===== config.mk =====
export PLATFORM = sky130hd
export DESIGN_NAME = core_clock_ctrl
export DESIGN_NICKNAME = d
export VERILOG_FILES = /design/src/rtl/core_timing_pkg.sv /design/src/rtl/chip_reset_gen.sv /design/src/rtl/fetch_timer.sv /design/src/rtl/core_clock_ctrl.sv
export SDC_FILE = /design/constraint.sdc
export NUM_CORES = 1
export LEC_CHECK = 0
export BUFFER_PORTS_ARGS = -buffer_cell sky130_fd_sc_hd__buf_2
export CAP_MARGIN = 40
export CORE_MARGIN = 1.5
export CORE_UTILIZATION = 54
export DETAILED_ROUTE_END_ITERATION = 16
export GPL_ROUTABILITY_DRIVEN = 1
export PLACE_DENSITY = 0.85
export SETUP_SLACK_MARGIN = 0.2
export SYNTH_ARGS = -nofsm -noshare
export SYNTH_HDL_FRONTEND = slang
export SYNTH_SLANG_ARGS = --single-unit
export TNS_END_PERCENT = 10

===== constraint.sdc =====
create_clock -name clk -period 3.6 [get_ports clk]
set_clock_uncertainty 0.15 [all_clocks]
set_input_delay 0.72 -clock clk [delete_from_list [all_inputs] [get_ports clk]]
set_output_delay 0.72 -clock clk [all_outputs]
set_load 0.02 [all_outputs]

===== src/rtl/core_timing_pkg.sv =====
package core_timing_pkg;

  // Oscillator period and the state that two periods make
  localparam int unsigned CLK_PERIOD_NS = 8;
  localparam int unsigned PHASES_PER_STATE = 2;
  localparam logic PHASE_FIRST = 1'b0;
  localparam logic PHASE_SECOND = 1'b1;

  // Peripheral cycle: six states, indices 0..5 name S1..S6
  localparam int unsigned STATE_W = 3;
  localparam logic [2:0] STATE_FIRST = 3'h0;
  localparam logic [2:0] STATE_LAST = 3'h5;
  localparam logic [2:0] STATE_NUM_BASE = 3'h1;
  // Capture counter array slot: state 5, phase 2
  localparam logic [2:0] CAPTURE_STATE = 3'h4;
  localparam logic CAPTURE_PHASE = PHASE_SECOND;

  // Fetch geometry
  localparam int unsigned ADDR_W = 24;
  localparam int unsigned CODE_W = 16;
  localparam int unsigned BYTE_W = 8;
  localparam int unsigned PAGE_LSB = 8;
  localparam int unsigned PAGE_W = ADDR_W - PAGE_LSB;
  localparam logic [1:0] FETCH_STATES_SHORT = 2'h1;
  localparam logic [1:0] FETCH_STATES_LONG = 2'h2;
  localparam logic [1:0] BYTES_ONCHIP = 2'h2;
  localparam logic [1:0] BYTES_EXT = 2'h1;

  // Instruction completion rates, in states
  localparam int unsigned WAIT_W = 2;
  localparam logic [2:0] INSTR_STATES_ONCHIP = 3'h1;
  localparam logic [2:0] INSTR_STATES_EXT = 3'h2;
  localparam logic [2:0] ALE_EXTRA_STATES = 3'h1;

  // Chip reset stretch after the pin or the watchdog lets go
  localparam int unsigned RESET_HOLD_NS = 64;
  localparam int unsigned RESET_HOLD_CYCLES =
    (RESET_HOLD_NS + CLK_PERIOD_NS - 1) / CLK_PERIOD_NS;

  typedef enum logic [1:0] {
    PWR_RUN  = 2'b00,
    PWR_IDLE = 2'b01,
    PWR_DOWN = 2'b10
  } power_mode_t;

  // One clock slot of the peripheral cycle
  typedef struct packed {
    logic [STATE_W-1:0] stateIdx;
    logic phase;
    logic stateEnd;
    logic cycleEnd;
  } slot_t;

  // Fetch request from the instruction sequencer
  typedef struct packed {
    logic [ADDR_W-1:0] addr;
    logic onChip;
    logic pageMode;
  } fetch_req_t;

  // What one fetch puts on the code bus
  typedef struct packed {
    logic [CODE_W-1:0] word;
    logic [1:0] bytes;
  } code_beat_t;

endpackage


===== src/rtl/chip_reset_gen.sv =====
`timescale 1ns/1ns
`default_nettype none
module chip_reset_gen
  import core_timing_pkg::*;
#(
  parameter int unsigned HOLD = RESET_HOLD_CYCLES
)
(
  // Clock and pin reset
  input wire logic clk,
  input wire logic rst,
  // Watchdog expiry, one-cycle pulse
  input wire logic wdtTimeout,
  // Stretched chip reset
  output logic chipRst
);

  localparam int unsigned CNT_W = $clog2(HOLD + 1);
  localparam logic [CNT_W-1:0] LOAD = CNT_W'(HOLD - 1);
  localparam logic [CNT_W-1:0] ZERO = '0;

  logic [CNT_W-1:0] cnt_q; // Cycles of reset still to run
  logic rst_q;             // Reset output flop

  // Pin or watchdog starts the stretch; a watchdog pulse during
  // the stretch restarts it so no expiry is shortened
  always_ff @(posedge clk or posedge rst)
  begin
    if (rst)
    begin
      cnt_q <= LOAD;
      rst_q <= 1'b1;
    end
    else if (wdtTimeout)
    begin
      cnt_q <= LOAD;
      rst_q <= 1'b1;
    end
    else if (cnt_q != ZERO)
    begin
      cnt_q <= cnt_q - 1'b1;
    end
    else
    begin
      rst_q <= 1'b0;
    end
  end

  assign chipRst = rst_q;

endmodule
`default_nettype wire


===== src/rtl/fetch_timer.sv =====
`timescale 1ns/1ns
`default_nettype none
module fetch_timer
  import core_timing_pkg::*;
(
  // Clock and resets
  input wire logic clk,
  input wire logic rst,
  input wire logic chipRst,
  // Processor clock gate
  input wire logic cpuClkEn,
  // Fetch request
  input wire logic reqValid,
  input wire fetch_req_t req,
  output logic reqReady,
  // Memory data
  input wire logic [CODE_W-1:0] onChipWord,
  input wire logic [BYTE_W-1:0] extByte,
  // Code bus
  output code_beat_t beat,
  output logic beatValid
);

  // Fetch length in clocks: states times two phases
  function automatic logic [2:0] fetchClocks(input logic onChip,
    input logic pageMode, input logic samePage);
    logic [1:0] states;
    states = (onChip || (pageMode && samePage)) ?
      FETCH_STATES_SHORT : FETCH_STATES_LONG;
    return {states, 1'b0};
  endfunction

  logic busy_q;                    // Fetch in progress
  logic [2:0] left_q;              // Clocks still to go
  logic onChip_q;                  // Source of fetch in flight
  logic [PAGE_W-1:0] page_q;       // Page of previous fetch
  logic pageValid_q;               // page_q holds a real fetch
  logic samePage;                  // Request hits previous page
  logic take;                      // Request accepted
  logic finish;                    // Last clock of the fetch
  code_beat_t beat_q;
  logic beatValid_q;

  assign samePage = pageValid_q &&
    (req.addr[ADDR_W-1:PAGE_LSB] == page_q);
  assign reqReady = !busy_q && cpuClkEn && !chipRst;
  assign take = reqValid && reqReady;
  assign finish = busy_q && cpuClkEn && (left_q == 3'h1);

  // RL4 page mode timing
  always_ff @(posedge clk or posedge rst)
  begin
    if (rst)
    begin
      busy_q <= 1'b0;
      left_q <= 3'h0;
      onChip_q <= 1'b0;
    end
    else if (chipRst)
    begin
      busy_q <= 1'b0;
      left_q <= 3'h0;
    end
    else if (take)
    begin
      busy_q <= 1'b1;
      onChip_q <= req.onChip;
      left_q <= fetchClocks(req.onChip, req.pageMode, samePage);
    end
    else if (finish)
    begin
      busy_q <= 1'b0;
      left_q <= 3'h0;
    end
    else if (busy_q && cpuClkEn)
    begin
      left_q <= left_q - 3'h1;
    end
  end

  // Remember the page of each fetch for the next compare
  always_ff @(posedge clk or posedge rst)
  begin
    if (rst)
    begin
      page_q <= '0;
      pageValid_q <= 1'b0;
    end
    else if (chipRst)
    begin
      pageValid_q <= 1'b0;
    end
    else if (take)
    begin
      page_q <= req.addr[ADDR_W-1:PAGE_LSB];
      pageValid_q <= 1'b1;
    end
  end

  // RL5 word or byte
  always_ff @(posedge clk or posedge rst)
  begin
    if (rst)
    begin
      beat_q <= '0;
      beatValid_q <= 1'b0;
    end
    else
    begin
      beatValid_q <= finish && !chipRst;
      if (finish)
      begin
        beat_q.word <= onChip_q ? onChipWord :
          {{(CODE_W-BYTE_W){1'b0}}, extByte};
        beat_q.bytes <= onChip_q ? BYTES_ONCHIP : BYTES_EXT;
      end
    end
  end

  assign beat = beat_q;
  assign beatValid = beatValid_q;

endmodule
`default_nettype wire


===== src/rtl/core_clock_ctrl.sv =====
// How it works
// RL1 - State is two clocks, two phases
// RL2 - Peripheral cycle is six state slots
// RL3 - Capture counter ticks once at STATE5_PHASE2_SLOT
// RL4 - Same-page external fetch in page mode: one state
// RL5 - On-chip fetch two bytes, external one
// RL6 - Completion: one state on-chip, two external
// RL7 - Idle stops processor clock, peripherals run
// RL8 - Powerdown halts oscillator, all logic static
// RL9 - Enabled interrupt or reset leaves low power
// RL10 - Reset pin or watchdog starts chip reset
// RL11 - Peripheral timing from own state sequencer
// RL12 - Chip reset restarts at S1 phase 1
`timescale 1ns/1ns
`default_nettype none
module core_clock_ctrl
  import core_timing_pkg::*;
#(
  parameter int unsigned RESET_HOLD = RESET_HOLD_CYCLES
)
(
  // Oscillator clock and reset pin
  input wire logic clk,
  input wire logic rst,
  // Watchdog expiry pulse
  input wire logic wdtTimeout,
  // Power mode requests from the processor
  input wire logic idleReq,
  input wire logic pdReq,
  // Enabled interrupt pending
  input wire logic wakeIrq,
  // Pipeline status from the execution unit
  input wire logic pipeFull,
  input wire logic execExternal,
  input wire logic [WAIT_W-1:0] waitStates,
  input wire logic aleExtend,
  // Instruction fetch port
  input wire logic fetchValid,
  input wire fetch_req_t fetchReq,
  output logic fetchReady,
  input wire logic [CODE_W-1:0] onChipWord,
  input wire logic [BYTE_W-1:0] extByte,
  // Code bus to the execution unit
  output code_beat_t codeBeat,
  output logic codeValid,
  // State timing to peripherals
  output slot_t slot,
  output logic [STATE_W-1:0] stateNum,
  output logic phaseNum,
  output logic periphCycleStart,
  output logic captureTick,
  // Clock gates and mode
  output logic cpuClkEn,
  output logic periphClkEn,
  output logic oscRun,
  output power_mode_t powerMode,
  // Chip reset and completion strobe
  output logic chipRst,
  output logic instrDone
);

  // Number of states one instruction needs at full pipeline
  function automatic logic [2:0] instrStates(input logic ext,
    input logic [WAIT_W-1:0] waits, input logic ale);
    logic [2:0] n;
    n = ext ? INSTR_STATES_EXT : INSTR_STATES_ONCHIP;
    if (ext)
    begin
      n = n + 3'(waits);
      if (ale)
      begin
        n = n + ALE_EXTRA_STATES;
      end
    end
    return n;
  endfunction

  // Sequencer registers
  logic phase_q;                 // Current phase
  logic [STATE_W-1:0] state_q;   // Current state index
  logic capture_q;               // Capture slot strobe
  logic cycleStart_q;            // First slot of a cycle
  // Power mode
  power_mode_t mode_q;           // Current mode
  power_mode_t mode_d;           // Next mode
  // Completion counter
  logic [2:0] instrCnt_q;        // States since last completion
  logic instrDone_q;             // Completion strobe
  // Derived slot flags
  logic stateEnd;                // Last clock of a state
  logic cycleEnd;                // Last clock of a cycle
  logic seqRun;                  // Sequencer may advance
  logic [2:0] need;              // States wanted per instruction

  // Chip reset from pin or watchdog
  // RL10 pin or watchdog
  chip_reset_gen #(
    .HOLD(RESET_HOLD)
  ) u_reset (
    .clk(clk),
    .rst(rst),
    .wdtTimeout(wdtTimeout),
    .chipRst(chipRst)
  );

  // Slot decoding from the counters
  assign stateEnd = (phase_q == PHASE_SECOND);
  assign cycleEnd = stateEnd && (state_q == STATE_LAST);

  // RL8 oscillator halted
  // In powerdown nothing advances, so every counter holds still
  assign seqRun = (mode_q != PWR_DOWN);

  // RL1 two phase state
  // RL12 restart at S1P1
  // Phase toggles every clock while the oscillator runs
  always_ff @(posedge clk or posedge rst)
  begin
    if (rst)
    begin
      phase_q <= PHASE_FIRST;
    end
    else if (chipRst)
    begin
      phase_q <= PHASE_FIRST;
    end
    else if (seqRun)
    begin
      phase_q <= ~phase_q;
    end
  end

  // RL2 six state cycle
  // RL11 own sequencing
  // State index steps at the end of each state and wraps after S6
  always_ff @(posedge clk or posedge rst)
  begin
    if (rst)
    begin
      state_q <= STATE_FIRST;
    end
    else if (chipRst)
    begin
      state_q <= STATE_FIRST;
    end
    else if (seqRun && stateEnd)
    begin
      if (state_q == STATE_LAST)
      begin
        state_q <= STATE_FIRST;
      end
      else
      begin
        state_q <= state_q + 3'h1;
      end
    end
  end

  // RL3 capture tick
  // Registered a clock early so the strobe sits exactly in STATE5_PHASE2_SLOT
  // and peripherals see a clean flop output, not a decode
  always_ff @(posedge clk or posedge rst)
  begin
    if (rst)
    begin
      capture_q <= 1'b0;
      cycleStart_q <= 1'b1;
    end
    else if (chipRst)
    begin
      capture_q <= 1'b0;
      cycleStart_q <= 1'b1;
    end
    else if (seqRun)
    begin
      // Next clock is STATE5_PHASE2_SLOT when we now stand in S5P1
      capture_q <= (state_q == CAPTURE_STATE) &&
        (phase_q == PHASE_FIRST);
      // Next clock is S1P1 when this is the cycle's last clock
      cycleStart_q <= cycleEnd;
    end
    else
    begin
      // Frozen: strobes drop so no tick repeats while static
      capture_q <= 1'b0;
      cycleStart_q <= 1'b0;
    end
  end

  // Power mode next state
  // RL9 wake on irq or reset
  always_comb
  begin
    mode_d = mode_q;
    case (mode_q)
      PWR_RUN:
      begin
        // Powerdown wins when both are asked in one cycle
        if (pdReq)
        begin
          mode_d = PWR_DOWN;
        end
        else if (idleReq)
        begin
          mode_d = PWR_IDLE;
        end
      end
      PWR_IDLE:
      begin
        if (wakeIrq)
        begin
          mode_d = PWR_RUN;
        end
      end
      PWR_DOWN:
      begin
        // Interrupt logic must stay awake to see this pin
        if (wakeIrq)
        begin
          mode_d = PWR_RUN;
        end
      end
      default:
      begin
        mode_d = PWR_RUN;
      end
    endcase
  end

  // Mode register; chip reset always returns to run
  always_ff @(posedge clk or posedge rst)
  begin
    if (rst)
    begin
      mode_q <= PWR_RUN;
    end
    else if (chipRst)
    begin
      mode_q <= PWR_RUN;
    end
    else
    begin
      mode_q <= mode_d;
    end
  end

  // RL7 idle gating
  // Clock enables rather than gated clocks: the gating cell sits
  // in the clock tree, this block only says when it may pass
  assign cpuClkEn = (mode_q == PWR_RUN);
  assign periphClkEn = (mode_q != PWR_DOWN);
  // RL8 oscillator halted
  assign oscRun = (mode_q != PWR_DOWN);
  assign powerMode = mode_q;

  // States wanted for the instruction now executing
  assign need = instrStates(execExternal, waitStates, aleExtend);

  // RL6 completion rate
  // Counts states while the processor clock runs; a partly filled
  // pipeline restarts the count so no early completion is claimed
  always_ff @(posedge clk or posedge rst)
  begin
    if (rst)
    begin
      instrCnt_q <= 3'h0;
      instrDone_q <= 1'b0;
    end
    else if (chipRst)
    begin
      instrCnt_q <= 3'h0;
      instrDone_q <= 1'b0;
    end
    else if (cpuClkEn && stateEnd)
    begin
      if (!pipeFull)
      begin
        instrCnt_q <= 3'h0;
        instrDone_q <= 1'b0;
      end
      else if (instrCnt_q + 3'h1 >= need)
      begin
        instrCnt_q <= 3'h0;
        instrDone_q <= 1'b1;
      end
      else
      begin
        instrCnt_q <= instrCnt_q + 3'h1;
        instrDone_q <= 1'b0;
      end
    end
    else
    begin
      instrDone_q <= 1'b0;
    end
  end

  // RL4 page mode fetch
  // RL5 code bus width
  fetch_timer u_fetch (
    .clk(clk),
    .rst(rst),
    .chipRst(chipRst),
    .cpuClkEn(cpuClkEn),
    .reqValid(fetchValid),
    .req(fetchReq),
    .reqReady(fetchReady),
    .onChipWord(onChipWord),
    .extByte(extByte),
    .beat(codeBeat),
    .beatValid(codeValid)
  );

  // Slot bundle for peripherals
  // One assignment for the whole bundle keeps a single driver
  assign slot = '{stateIdx: state_q, phase: phase_q,
    stateEnd: stateEnd, cycleEnd: cycleEnd};
  // Human numbering: S1..S6, P1..P2 shown as 0/1
  assign stateNum = state_q + STATE_NUM_BASE;
  assign phaseNum = phase_q;
  assign periphCycleStart = cycleStart_q;
  assign captureTick = capture_q;
  assign instrDone = instrDone_q;

endmodule
`default_nettype wire


# Word level (Yosys, flattened, before mapping)
# Cells that the tools add are included.
# word_totals
ff_bits	58
in_bits	62
out_inout_bits	39
wordCells	104
# op_classes
add_sub_neg	6
n_lt_le_gt_ge	1
eq_ne	10
mux	41
bitwise_logic	2
n_reduce_logical	27
# ops
operator	count
two-way mux 3 bit	13
two-way mux 1 bit	17
equality test 16 bit	1
two-way mux 16 bit	1
two-way mux 2 bit	7
logical AND 1 bit	12
nonzero test 2 bit	5
adder 3 x 1 -> 3 bit, second input constant	3
two-way mux 4 bit	2
nonzero test 4 bit	2
equality test 3 bit, second input constant	2
inequality test 2 bit, second input constant	2
inequality test 4 x 3 -> 1 bit, second input constant	1
case mux 2 bit (2 select lines)	1
AND reduction 2 bit	2
subtractor 4 x 1 -> 4 bit, second input constant	1
adder 2 x 2 -> 3 bit	1
equality test 3 x 1 -> 1 bit, second input constant	1
>= comparator 3 bit	1
inequality test 3 x 1 -> 1 bit, second input constant	1
nonzero test 3 bit	1
subtractor 3 x 1 -> 3 bit, second input constant	1
equality test 2 x 1 -> 1 bit, second input constant	1
equality test 2 bit, second input constant	1
other kinds (5)	7

# Logic depth before layout (Yosys ltp)
# Gate-level depths: netlist (run 1).
# logic_depth
depth_word	10
mapped_depth	13
depth_no_buf	13

# Hierarchy
# From an unflattened synthesis (run 1), not the netlist that was laid out.
# unflattened
hier_cells	291
hier_area_um2	3094.2
# modules_own_cells
module	instances	cells_per_inst	area_each_um2	seq_area_each_um2
fetch_timer	1	172	1963.1	1026.0
core_clock_ctrl	1	94	864.6	301.5
chip_reset_gen	1	25	266.5	130.1

# Worst setup path before layout (run 1)
# No wires, ideal clock.
# synth_timing
kind	in2reg
start	input port execExternal
end	register instrCnt_q[0]
setup_ps	65
arrival_ps	2856
required_ps	3385
slack_ps	528
cell_stages	13
path_buffers	0
cell_sequence	inv_1 -> ha_1 -> inv_1 -> fa_1 -> inv_1 -> ha_1 -> nand2_1 -> o21ai_0 -> nand2_1 -> ha_1 -> a21o_1 -> a211oi_1 -> mux2_2
# synth_between
elab_chain_cells	10
# synth_lines
element	line_no	source
from (decl)	core_clock_ctrl.sv:34	input wire logic execExternal,
two-way mux 2 bit	core_clock_ctrl.sv:66	n = ext ? INSTR_STATES_EXT : INSTR_STATES_ONCHIP;
adder 2 x 2 -> 3 bit	core_clock_ctrl.sv:69	n = n + 3'(waits);
adder 3 x 1 -> 3 bit	core_clock_ctrl.sv:72	n = n + ALE_EXTRA_STATES;
two-way mux 3 bit	core_clock_ctrl.sv:70	if (ale)
two-way mux 3 bit *	core_clock_ctrl.sv:67	if (ext)
>= comparator 3 bit *	core_clock_ctrl.sv:281	else if (instrCnt_q + 3'h1 >= need)
two-way mux 3 bit *	core_clock_ctrl.sv:281	
two-way mux 3 bit *	core_clock_ctrl.sv:276	if (!pipeFull)
two-way mux 3 bit *	core_clock_ctrl.sv:274	else if (cpuClkEn && stateEnd)
two-way mux 3 bit *	core_clock_ctrl.sv:269	else if (chipRst)
to (signal assigned)	core_clock_ctrl.sv:288	instrCnt_q <= instrCnt_q + 3'h1;
to (decl)	core_clock_ctrl.sv:87	logic [2:0] instrCnt_q;
# Mark *: on every way between the ends. The rest lies on a longest branch, timed or not. The select of a mux whose other input is x is not followed.
# A chain may end at the register's enable or synchronous reset.

# Worst setup path in the final report (run 1)
# Same ends and word-level chain as after synthesis.

==> impl_metrics.toml, run 1 <==
[timing]
finalHoldViolations = 0
relSlewSlack_pct = 49.1
tightest_slew_ns = 0.764
period_share_pct = 86.0
maxSlewViolCount = 0
setup_tns_ns = 0
fmax_mhz = 323
fin_ws_ns = 0.503
layout_min_cycle_time_ns = 3.10
setup_viol = 0
rsz0062_at_grt = "false"

[yosys]
synthCells = 282
syn_area_um2 = 2960
syn_area_per_cell_um2 = 10.5
synthMuxAreaShare_pct = 10.7
yosysTopAreaCell = "dfrtp_1"
yosysSeqAreaShare_pct = 49.3
ys_warn_count = 0
synth_nets = 360
ys_seq_elements = 58
synth-xor-area-share_pct = 6.52
synth_compound_area_share_pct = 9.40
synth_top_family_by_area = "simple AND/OR/NAND/NOR gates"
synth_fa_ha_area_share_pct = 7.03
ys_types = 38
yosys.area_share.simple_pct = 12.1
synth_top_area_share_pct = 44.9
synthTopCellsByArea = "dfrtp_1 (45%), mux2_2 (7.6%), ha_1 (6.4%), xnor2_1 (5.9%), nand2_1 (4.6%)"

[placement]
finalWeightedCongestion = 0.817
dpl.hpwl_um = 4120
portBuffers = 92
place_inst = 431
post-place-ws_ns = 0.172
dpl_cell_area_um2 = 3440

[finish]
fin_nets = 450
finalInstanceArea_um2 = 3660
drive_gt1_share_pct = 36.1
antennaDiodeCount = 0
post_layout_nonfiller_instances = 447
areaGrowthSynthToFinish_pct = 23.8

[clock_network]
clock-sinks = 58
postCtsSetupBuffers = 0
htree_levels = 3
cts_tree = "built"
root_buffer = "clkbuf_8"
postCtsResizedCells = 0
clockBufferDepth = 2
clkTransAtPathRegs_ns = 0.06
insertion_delay_ns = 0.33
holdBufCountCts = 0
cts_made_buffers = 9

[drt]
wl_per_cell_um = 12.8
via_per_inst = 5.07
first_pass_iters = 4
drc = 0
dr_total_vias = 2268
routed_wl_um = 5720
ant_nets = 0
drt-initial-drc-count = 112

[outcome]
outcome = "complete, no violations"

[floorplanning]
initial_utilization_pct = 56.8
fp-row-count = 26
coreArea_um2 = 5200
die_area_um2 = 5930
die_y_um = 77.0
ios = 101
die_w_um = 77.0

[critical_path]
cp_top_family = "adder cells"
cp_slowest_stage_delay_ns = 0.51
cp_cell_sequence = "buf_2, inv_1, ha_1, inv_1, fa_1, inv_1, ha_1, nand2_1, o21ai_0, nand2_1, ha_1, a21o_1, a211oi_1, mux2_2"
worstSetupStartpointType = "input port"
critPathSlowestCell = "fa_1"
path_max_fanout = 4
critPathBufInv = 4
critical_path_required_ns = 3.71
cp-end-kind = "register"
worstPathArrival_ns = 3.21
critPathKind = "input port to register"
crit_cells = 14
reg2regPathDepth = 7

[job]
max-cap-violations = 0

[grt]
grt_pass1_wl_um = 9560
grt_use_total_pct = 20.6
grt_pass1_vias = 2191
grt-ovfl-total = 0
grt_max_degree = 40
antenna_found_initial = 0

[hold_path]
hp-class = "input port to async pin"

[power]
p_per_area_nw_per_um2 = 428
peakVddDrop_v = 0.000339
p_leak_nw = 1.82
cell type report:
type / instances / area (um^2)
Tap cell: 70 / 87.6
Timing Repair Buffer: 95 / 483
Multi-Input combinational cell: 191 / 1350
Sequential cell: 58 / 1460
Clock inverter: 1 / 30.0
Fill cell: 405 / 1550
Inverter: 17 / 63.8
Clock buffer: 15 / 186
cell families after synthesis:
kind of cell    after synthesis
buf+inv                      33
compound gates               48
flops                        58
simple gates                 76
mux                          29
xor+xnor                     22
fa+ha+maj                    16
flip-flops by register name, indices dropped and copies added (netlist names):
| signal | cells |
|---|---|
| instrCnt_q | 3 |
| u_fetch.beatValid | 1 |
| u_fetch.busy_q | 1 |
| state_q | 3 |
| powerMode | 2 |
| u_fetch.pageValid_q | 1 |
| captureTick | 1 |
| u_fetch.beat | 18 |
| u_reset.cnt_q | 4 |
| periphCycleStart | 1 |
| phaseNum | 1 |
| u_fetch.onChip_q | 1 |
| u_fetch.left_q | 3 |
| u_fetch.page_q | 16 |
| instrDone | 1 |
| u_reset.chipRst | 1 |
power by group:
group	leakage, nW	internal [W]	switching, W
combinational	1.01	0.000106	0.0000845
sequential	0.700	0.000697	0.0000408
clock	0.110	0.000396	0.000240
total	1.82	0.00120	0.000366
final timing paths:
path                                   from           endpoint  slack [ns]
hold reg to reg            u_fetch.beat[11]   u_fetch.beat[11]        0.33
hold / removal                          rst    u_fetch.beat[5]        0.22
min in group clk           u_fetch.beat[11]   u_fetch.beat[11]        0.33
setup reg to reg               powerMode[1]  u_fetch.left_q[1]        1.35
setup / recovery               execExternal      instrCnt_q[0]        0.50
max in group asynchronous               rst   u_reset.cnt_q[1]        2.22
cell usage after synthesis (all sizes together):
| library cell | instances |
|---|---|
| a211oi | 2 |
| a21o | 3 |
| a21oi | 10 |
| a22o | 3 |
| a2bb2oi | 1 |
| a31o | 1 |
| a31oi | 1 |
| and3 | 2 |
| and4b | 1 |
| and4bb | 1 |
| buf | 8 |
| clkbuf | 8 |
| dfrtp | 53 |
| dfstp | 5 |
| fa | 1 |
| ha | 15 |
| inv | 17 |
| mux2 | 20 |
| mux2i | 9 |
| nand2 | 36 |
| nand2b | 5 |
| nand3 | 2 |
| nand4 | 5 |
| nand4b | 1 |
| nor2 | 15 |
| nor2b | 1 |
| nor3 | 3 |
| nor3b | 1 |
| o21a | 1 |
| o21ai | 25 |
| o31ai | 1 |
| or3 | 2 |
| or4 | 1 |
| xnor2 | 20 |
| xor2 | 2 |
per-layer routing:
layer / vias to the layer above / part of all wire [%] / GRT usage (%)
li1: 1134 / - / -
met1: 1065 / 43 / 24.7
met2: 64 / 50 / 34.8
met3: 5 / 5.5 / 4.88
met4: 0 / 1.1 / 9.82
met5: - / 0 / 0
layout by cell type, fill, tap and decap left out, types with 5 or more instances in the layout:
cell type,n
clkbuf_8,13
inv_1,16
dfrtp_1,53
dfstp_2,5
xnor2_1,20
mux2_2,20
nand2_1,36
buf_2,92
ha_1,15
mux2i_1,9
nand4_1,5
nand2b_1,5
a21oi_1,10
o21ai_0,24
nor2_1,15
per-stage QoR:
step           total power (W)  util, %  hold slack, ns
2_1_floorplan         0.000872        -           0.299
3_3_place_gp          0.000929     66.1           0.309
3_5_place_dp          0.000941     66.1           0.316
4_1_cts                0.00159     70.3           0.225
5_1_grt                0.00163     70.3           0.263
6_report               0.00157     70.3           0.224
(Power assumes the default switching activity.)
==> inputs of run 2 (changes only) <==
CORE_UTILIZATION = 50   (was 54)
PLACE_DENSITY = 0.8   (was 0.85)
clock period = 3.24 ns   (was 3.6 ns; I/O delays follow)
==> run 2 against run 1 <==
  * Register-to-register slack got worse by 0.46 ns
  * Utilization decreased by 3.7 points
  * Cell count increased by 1.1%
  * Critical endpoint unchanged
==> impl_metrics.toml, run 2 (synthesis results as in run 1) <==
[timing]
hold_slack_ns = 0.138
setup_tns_ns = 0
setup_viol = 0
fmax_mhz = 348
period_share_pct = 88.8
tightest_slew_ns = 0.770
layout_min_cycle_time_ns = 2.88
rsz0062_at_grt = "false"
maxSlewViolCount = 0
relSlewSlack_pct = 48.6
finalHoldViolations = 0

[grt]
busiest_layer = "met2"
grt-ovfl-total = 0
antenna_found_initial = 0
grt_pass1_wl_um = 9960
grt_pass1_vias = 2232
grt_max_degree = 37
grt_use_total_pct = 20.3
met1_usage_pct = 25.4
use_met2_pct = 33.3
grt_use_met3_pct = 4.46

[finish]
n_fill_cell = 456
drive_gt1_share_pct = 37.4
areaGrowthSynthToFinish_pct = 26.4
final_common_cell = "buf_2"
layout_common_cells = "buf_2 (92), dfrtp_1 (53), nand2_1 (36)"
antennaDiodeCount = 0
fin_nets = 453
finalInstanceArea_um2 = 3740
largest_register_ffs = 18
post_layout_nonfiller_instances = 452

[critical_path]
path_max_fanout = 4
worstSetupStartpointType = "input port"
r2r-start = "powerMode[1]"
rrSetupSlack_ns = 0.89
cp_cell_sequence = "buf_2, inv_1, ha_1, inv_1, fa_1, inv_1, ha_1, nand2_1, o21ai_0, nand2_1, ha_1, a21o_1, a211oi_2, mux2_2"
cp_top_family = "adder cells"
cp-end-kind = "register"
critical_path_required_ns = 3.35
cp_slowest_stage_delay_ns = 0.51
r2r-end = "u_fetch.left_q[1]"
critPathKind = "input port to register"
critPathBufInv = 4
critPathSlowestCell = "fa_1"
reg2regPathDepth = 7
worstPathArrival_ns = 2.99

[floorplanning]
die_y_um = 79.9
fp-row-count = 27
die_w_um = 79.9
die_area_um2 = 6380
initial_utilization_pct = 52.7
coreArea_um2 = 5610
ios = 101

[drt]
drc = 0
dr_total_vias = 2309
routed_wl_um = 5970
ant_nets = 0
drt-initial-drc-count = 106
wl_per_cell_um = 13.2
first_pass_iters = 4
via_per_inst = 5.11

[clock_network]
cts_made_buffers = 9
insertion_delay_ns = 0.32
htree_levels = 3
clkTransAtPathRegs_ns = 0.07
clockBufferDepth = 2
cts_tree = "built"
root_buffer = "clkbuf_8"
clock-sinks = 58

[power]
finalPower_w = 0.00186
p_per_area_nw_per_um2 = 498
peakVddDrop_v = 0.000417
p_leak_nw = 1.86

[job]
max-cap-violations = 0

[placement]
dpl_cell_area_um2 = 3480
dpl.hpwl_um = 4410
finalWeightedCongestion = 0.746
portBuffers = 92
place_inst = 436

[outcome]
outcome = "complete, no violations"

[hold_path]
hp-class = "input port to async pin"
## run 2: through the flow
step	worst slack (ns)	util (%)
6_report	0.364	66.6
5_1_grt	0.217	66.6
4_1_cts	0.272	66.5
3_5_place_dp	-0.0660	62.0
3_3_place_gp	0.0416	61.7
2_1_floorplan	0.240	-
## run 2: what timing repair did
action | CTS | global route
resized for setup | 0 | 1
hold buffers | 0 | 0
setup endpoints to repair | 0 | 3
buffers inserted | 0 | 0
## run 2: layout make-up
class	instances	area (um^2)	area share (%)
flip-flops and latches	58	1460	39.0
multi-input cells	191	1360	36.3
repair buffers	98	518	13.9
clock buffers	11	151	4.05
clock inverters	5	100	2.68
well taps	72	90.1	2.41
inverters	17	63.8	1.71
## run 2: how the worst max path moves through the flow
stage,slack (ns),start,depth (start not counted),to
3_5_place_dp,-0.07,execExternal,14,instrCnt_q[0]
4_1_cts,0.27,execExternal,14,instrCnt_q[0]
5_1_grt,0.22,execExternal,14,instrCnt_q[0]
6_report,0.36,execExternal,14,instrCnt_q[0]
2_1_floorplan,0.24,execExternal,13,instrCnt_q[0]
3_3_place_gp,0.04,execExternal,14,instrCnt_q[0]
## run 2: where the power goes
part           internal, W  switching [W]
combinational     0.000122      0.0000958
sequential        0.000774      0.0000452
clock             0.000550       0.000272
total              0.00145       0.000413
## run 2: layer usage
metal	share of wire, %	wire length (um)	vias to the layer above
met5	0	0	-
met3	5.6	333	8
met2	49	2940	65
li1	-	-	1135
met1	44	2600	1101
met4	1.5	92	0
==> inputs of run 3 (changes only) <==
BUFFER_PORTS_ARGS = -buffer_cell sky130_fd_sc_hd__clkbuf_2   (was -buffer_cell sky130_fd_sc_hd__buf_2)
CAP_MARGIN = unset   (was 40)
==> run 3 against run 2 <==
  * Combinational power fell by 2%
  * Sequential power barely moved
  * Clock power decreased by 26%
  * Die area is the same
  * Critical endpoint unchanged
  * Cell area is 2.4% lower
  * Fmax is essentially flat
==> impl_metrics.toml, run 3 (synthesis results as in run 1) <==
[placement]
post-place-ws_ns = -0.104
dpl.hpwl_um = 4280
finalWeightedCongestion = 0.747
portBuffers = 92

[floorplanning]
die_y_um = 79.9
fp-row-count = 27
initial_utilization_pct = 52.7
ios = 101
die_w_um = 79.9
die_area_um2 = 6380
coreArea_um2 = 5610

[power]
pwr-share-seq_pct = 49.9
swShare_pct = 24.8
p_per_area_nw_per_um2 = 449
switchingPower_w = 0.000407
intPower_w = 0.00123
peakVddDrop_v = 0.000306
finalPower_w = 0.00164
p_leak_nw = 1.84
p_clk_share_pct = 37.0
comb_power_share_pct = 13.0

[critical_path]
critical_path_required_ns = 3.36
rrSetupSlack_ns = 0.89
worstPathArrival_ns = 3.00
r2r-start = "powerMode[1]"
path_max_fanout = 4
critPathKind = "input port to register"
cp-end-kind = "register"
worstSetupStartpointType = "input port"
startpoint = "execExternal"

[finish]
antennaDiodeCount = 0
final_util_pct = 65.0
areaGrowthSynthToFinish_pct = 23.4
layout_common_cells = "clkbuf_2 (92), dfrtp_1 (53), nand2_1 (36)"
drive_gt1_share_pct = 36.7
largest_register_ffs = 18
final_common_cell = "clkbuf_2"
fin_nets = 452

[clock_network]
clock-sinks = 58
htree_levels = 3
root_buffer = "clkbuf_8"
holdBufCountCts = 0
insertion_delay_ns = 0.33
clkTransAtPathRegs_ns = 0.06
cts_tree = "built"
cts_made_buffers = 9
clockBufferDepth = 2

[timing]
tightest_slew_ns = 0.749
relSlewSlack_pct = 50.1
period_share_pct = 88.7
setup_tns_ns = 0
fmax_mhz = 348
fin_ws_ns = 0.366
layout_min_cycle_time_ns = 2.87
hold_slack_ns = 0.190
setup_viol = 0
finalHoldViolations = 0
maxSlewViolCount = 0
rsz0062_at_grt = "false"

[grt]
grt_pass1_wl_um = 9670
grt-ovfl-total = 0
grt_max_degree = 37
antenna_found_initial = 0
grt_pass1_vias = 2227
grt_use_total_pct = 19.7

[drt]
drc = 0
routed_wl_um = 5780
wl_per_cell_um = 12.8
ant_nets = 0
drt-initial-drc-count = 76
first_pass_iters = 4
dr_total_vias = 2260
via_per_inst = 5.01

[outcome]
outcome = "complete, no violations"

[hold_path]
hp-class = "input port to async pin"

[job]
max-cap-violations = 0
run 3: what timing repair did:
action | CTS | global route
gates resized for setup | 0 | 1
endpoints found under the setup margin | 0 | 3
setup buffers | 0 | 0
run 3: cell type report:
type | count | area [um^2]
repair buffers | 97 | 498
inverters | 17 | 63.8
clock buffers | 14 | 173
multi-input cells | 191 | 1360
well taps | 72 | 90.1
clock inverters | 2 | 10.0
fillers | 477 | 1960
flip-flops and latches | 58 | 1460
run 3: critical path, stage by stage:
cell,delay (ns)
clkbuf_2,0.11
inv_1,0.08
ha_1,0.14
inv_1,0.04
fa_1,0.49
inv_1,0.06
ha_1,0.28
nand2_1,0.05
o21ai_0,0.07
nand2_1,0.08
ha_1,0.26
a21o_1,0.18
a211oi_2,0.31
mux2_2,0.20
run 3: stage by stage:
stage | instance area [um^2] | std cells
after floorplan | 2960 | 282
after global placement | 3460 | 435
after detailed placement | 3460 | 435
after CTS | 3640 | 451
after global routing | 3650 | 451
final | 3650 | 451
run 3: final timing paths:
| check | endpoint | cells past startpoint |
|---|---|---|
| hold / removal | instrCnt_q[2] | 2 |
| setup reg to reg | u_fetch.left_q[1] | 7 |
| max in group asynchronous | u_reset.cnt_q[1] | 3 |
| setup / recovery | instrCnt_q[0] | 14 |
| hold reg to reg | u_fetch.beat[7] | 2 |
| min in group clk | u_fetch.beat[7] | 2 |
run 3: power groups by stage:
stage	Combinational, W	Clock (W)	Sequential [W]
2_1_floorplan	0.000146	0	0.000823
3_3_place_gp	0.000207	0	0.000828
3_5_place_dp	0.000216	0	0.000832
4_1_cts	0.000218	0.000630	0.000819
5_1_grt	0.000241	0.000655	0.000825
6_report	0.000214	0.000607	0.000818
run 3: per-layer routing:
metal	part of all wire [%]	global-route usage, %	vias to the layer above	wire (um)
met3	6.1	4.69	8	355
met5	0	0	-	0
met4	1.6	9.48	0	90
met1	45	24.6	1057	2600
met2	47	31.9	63	2740
li1	-	-	1132	-
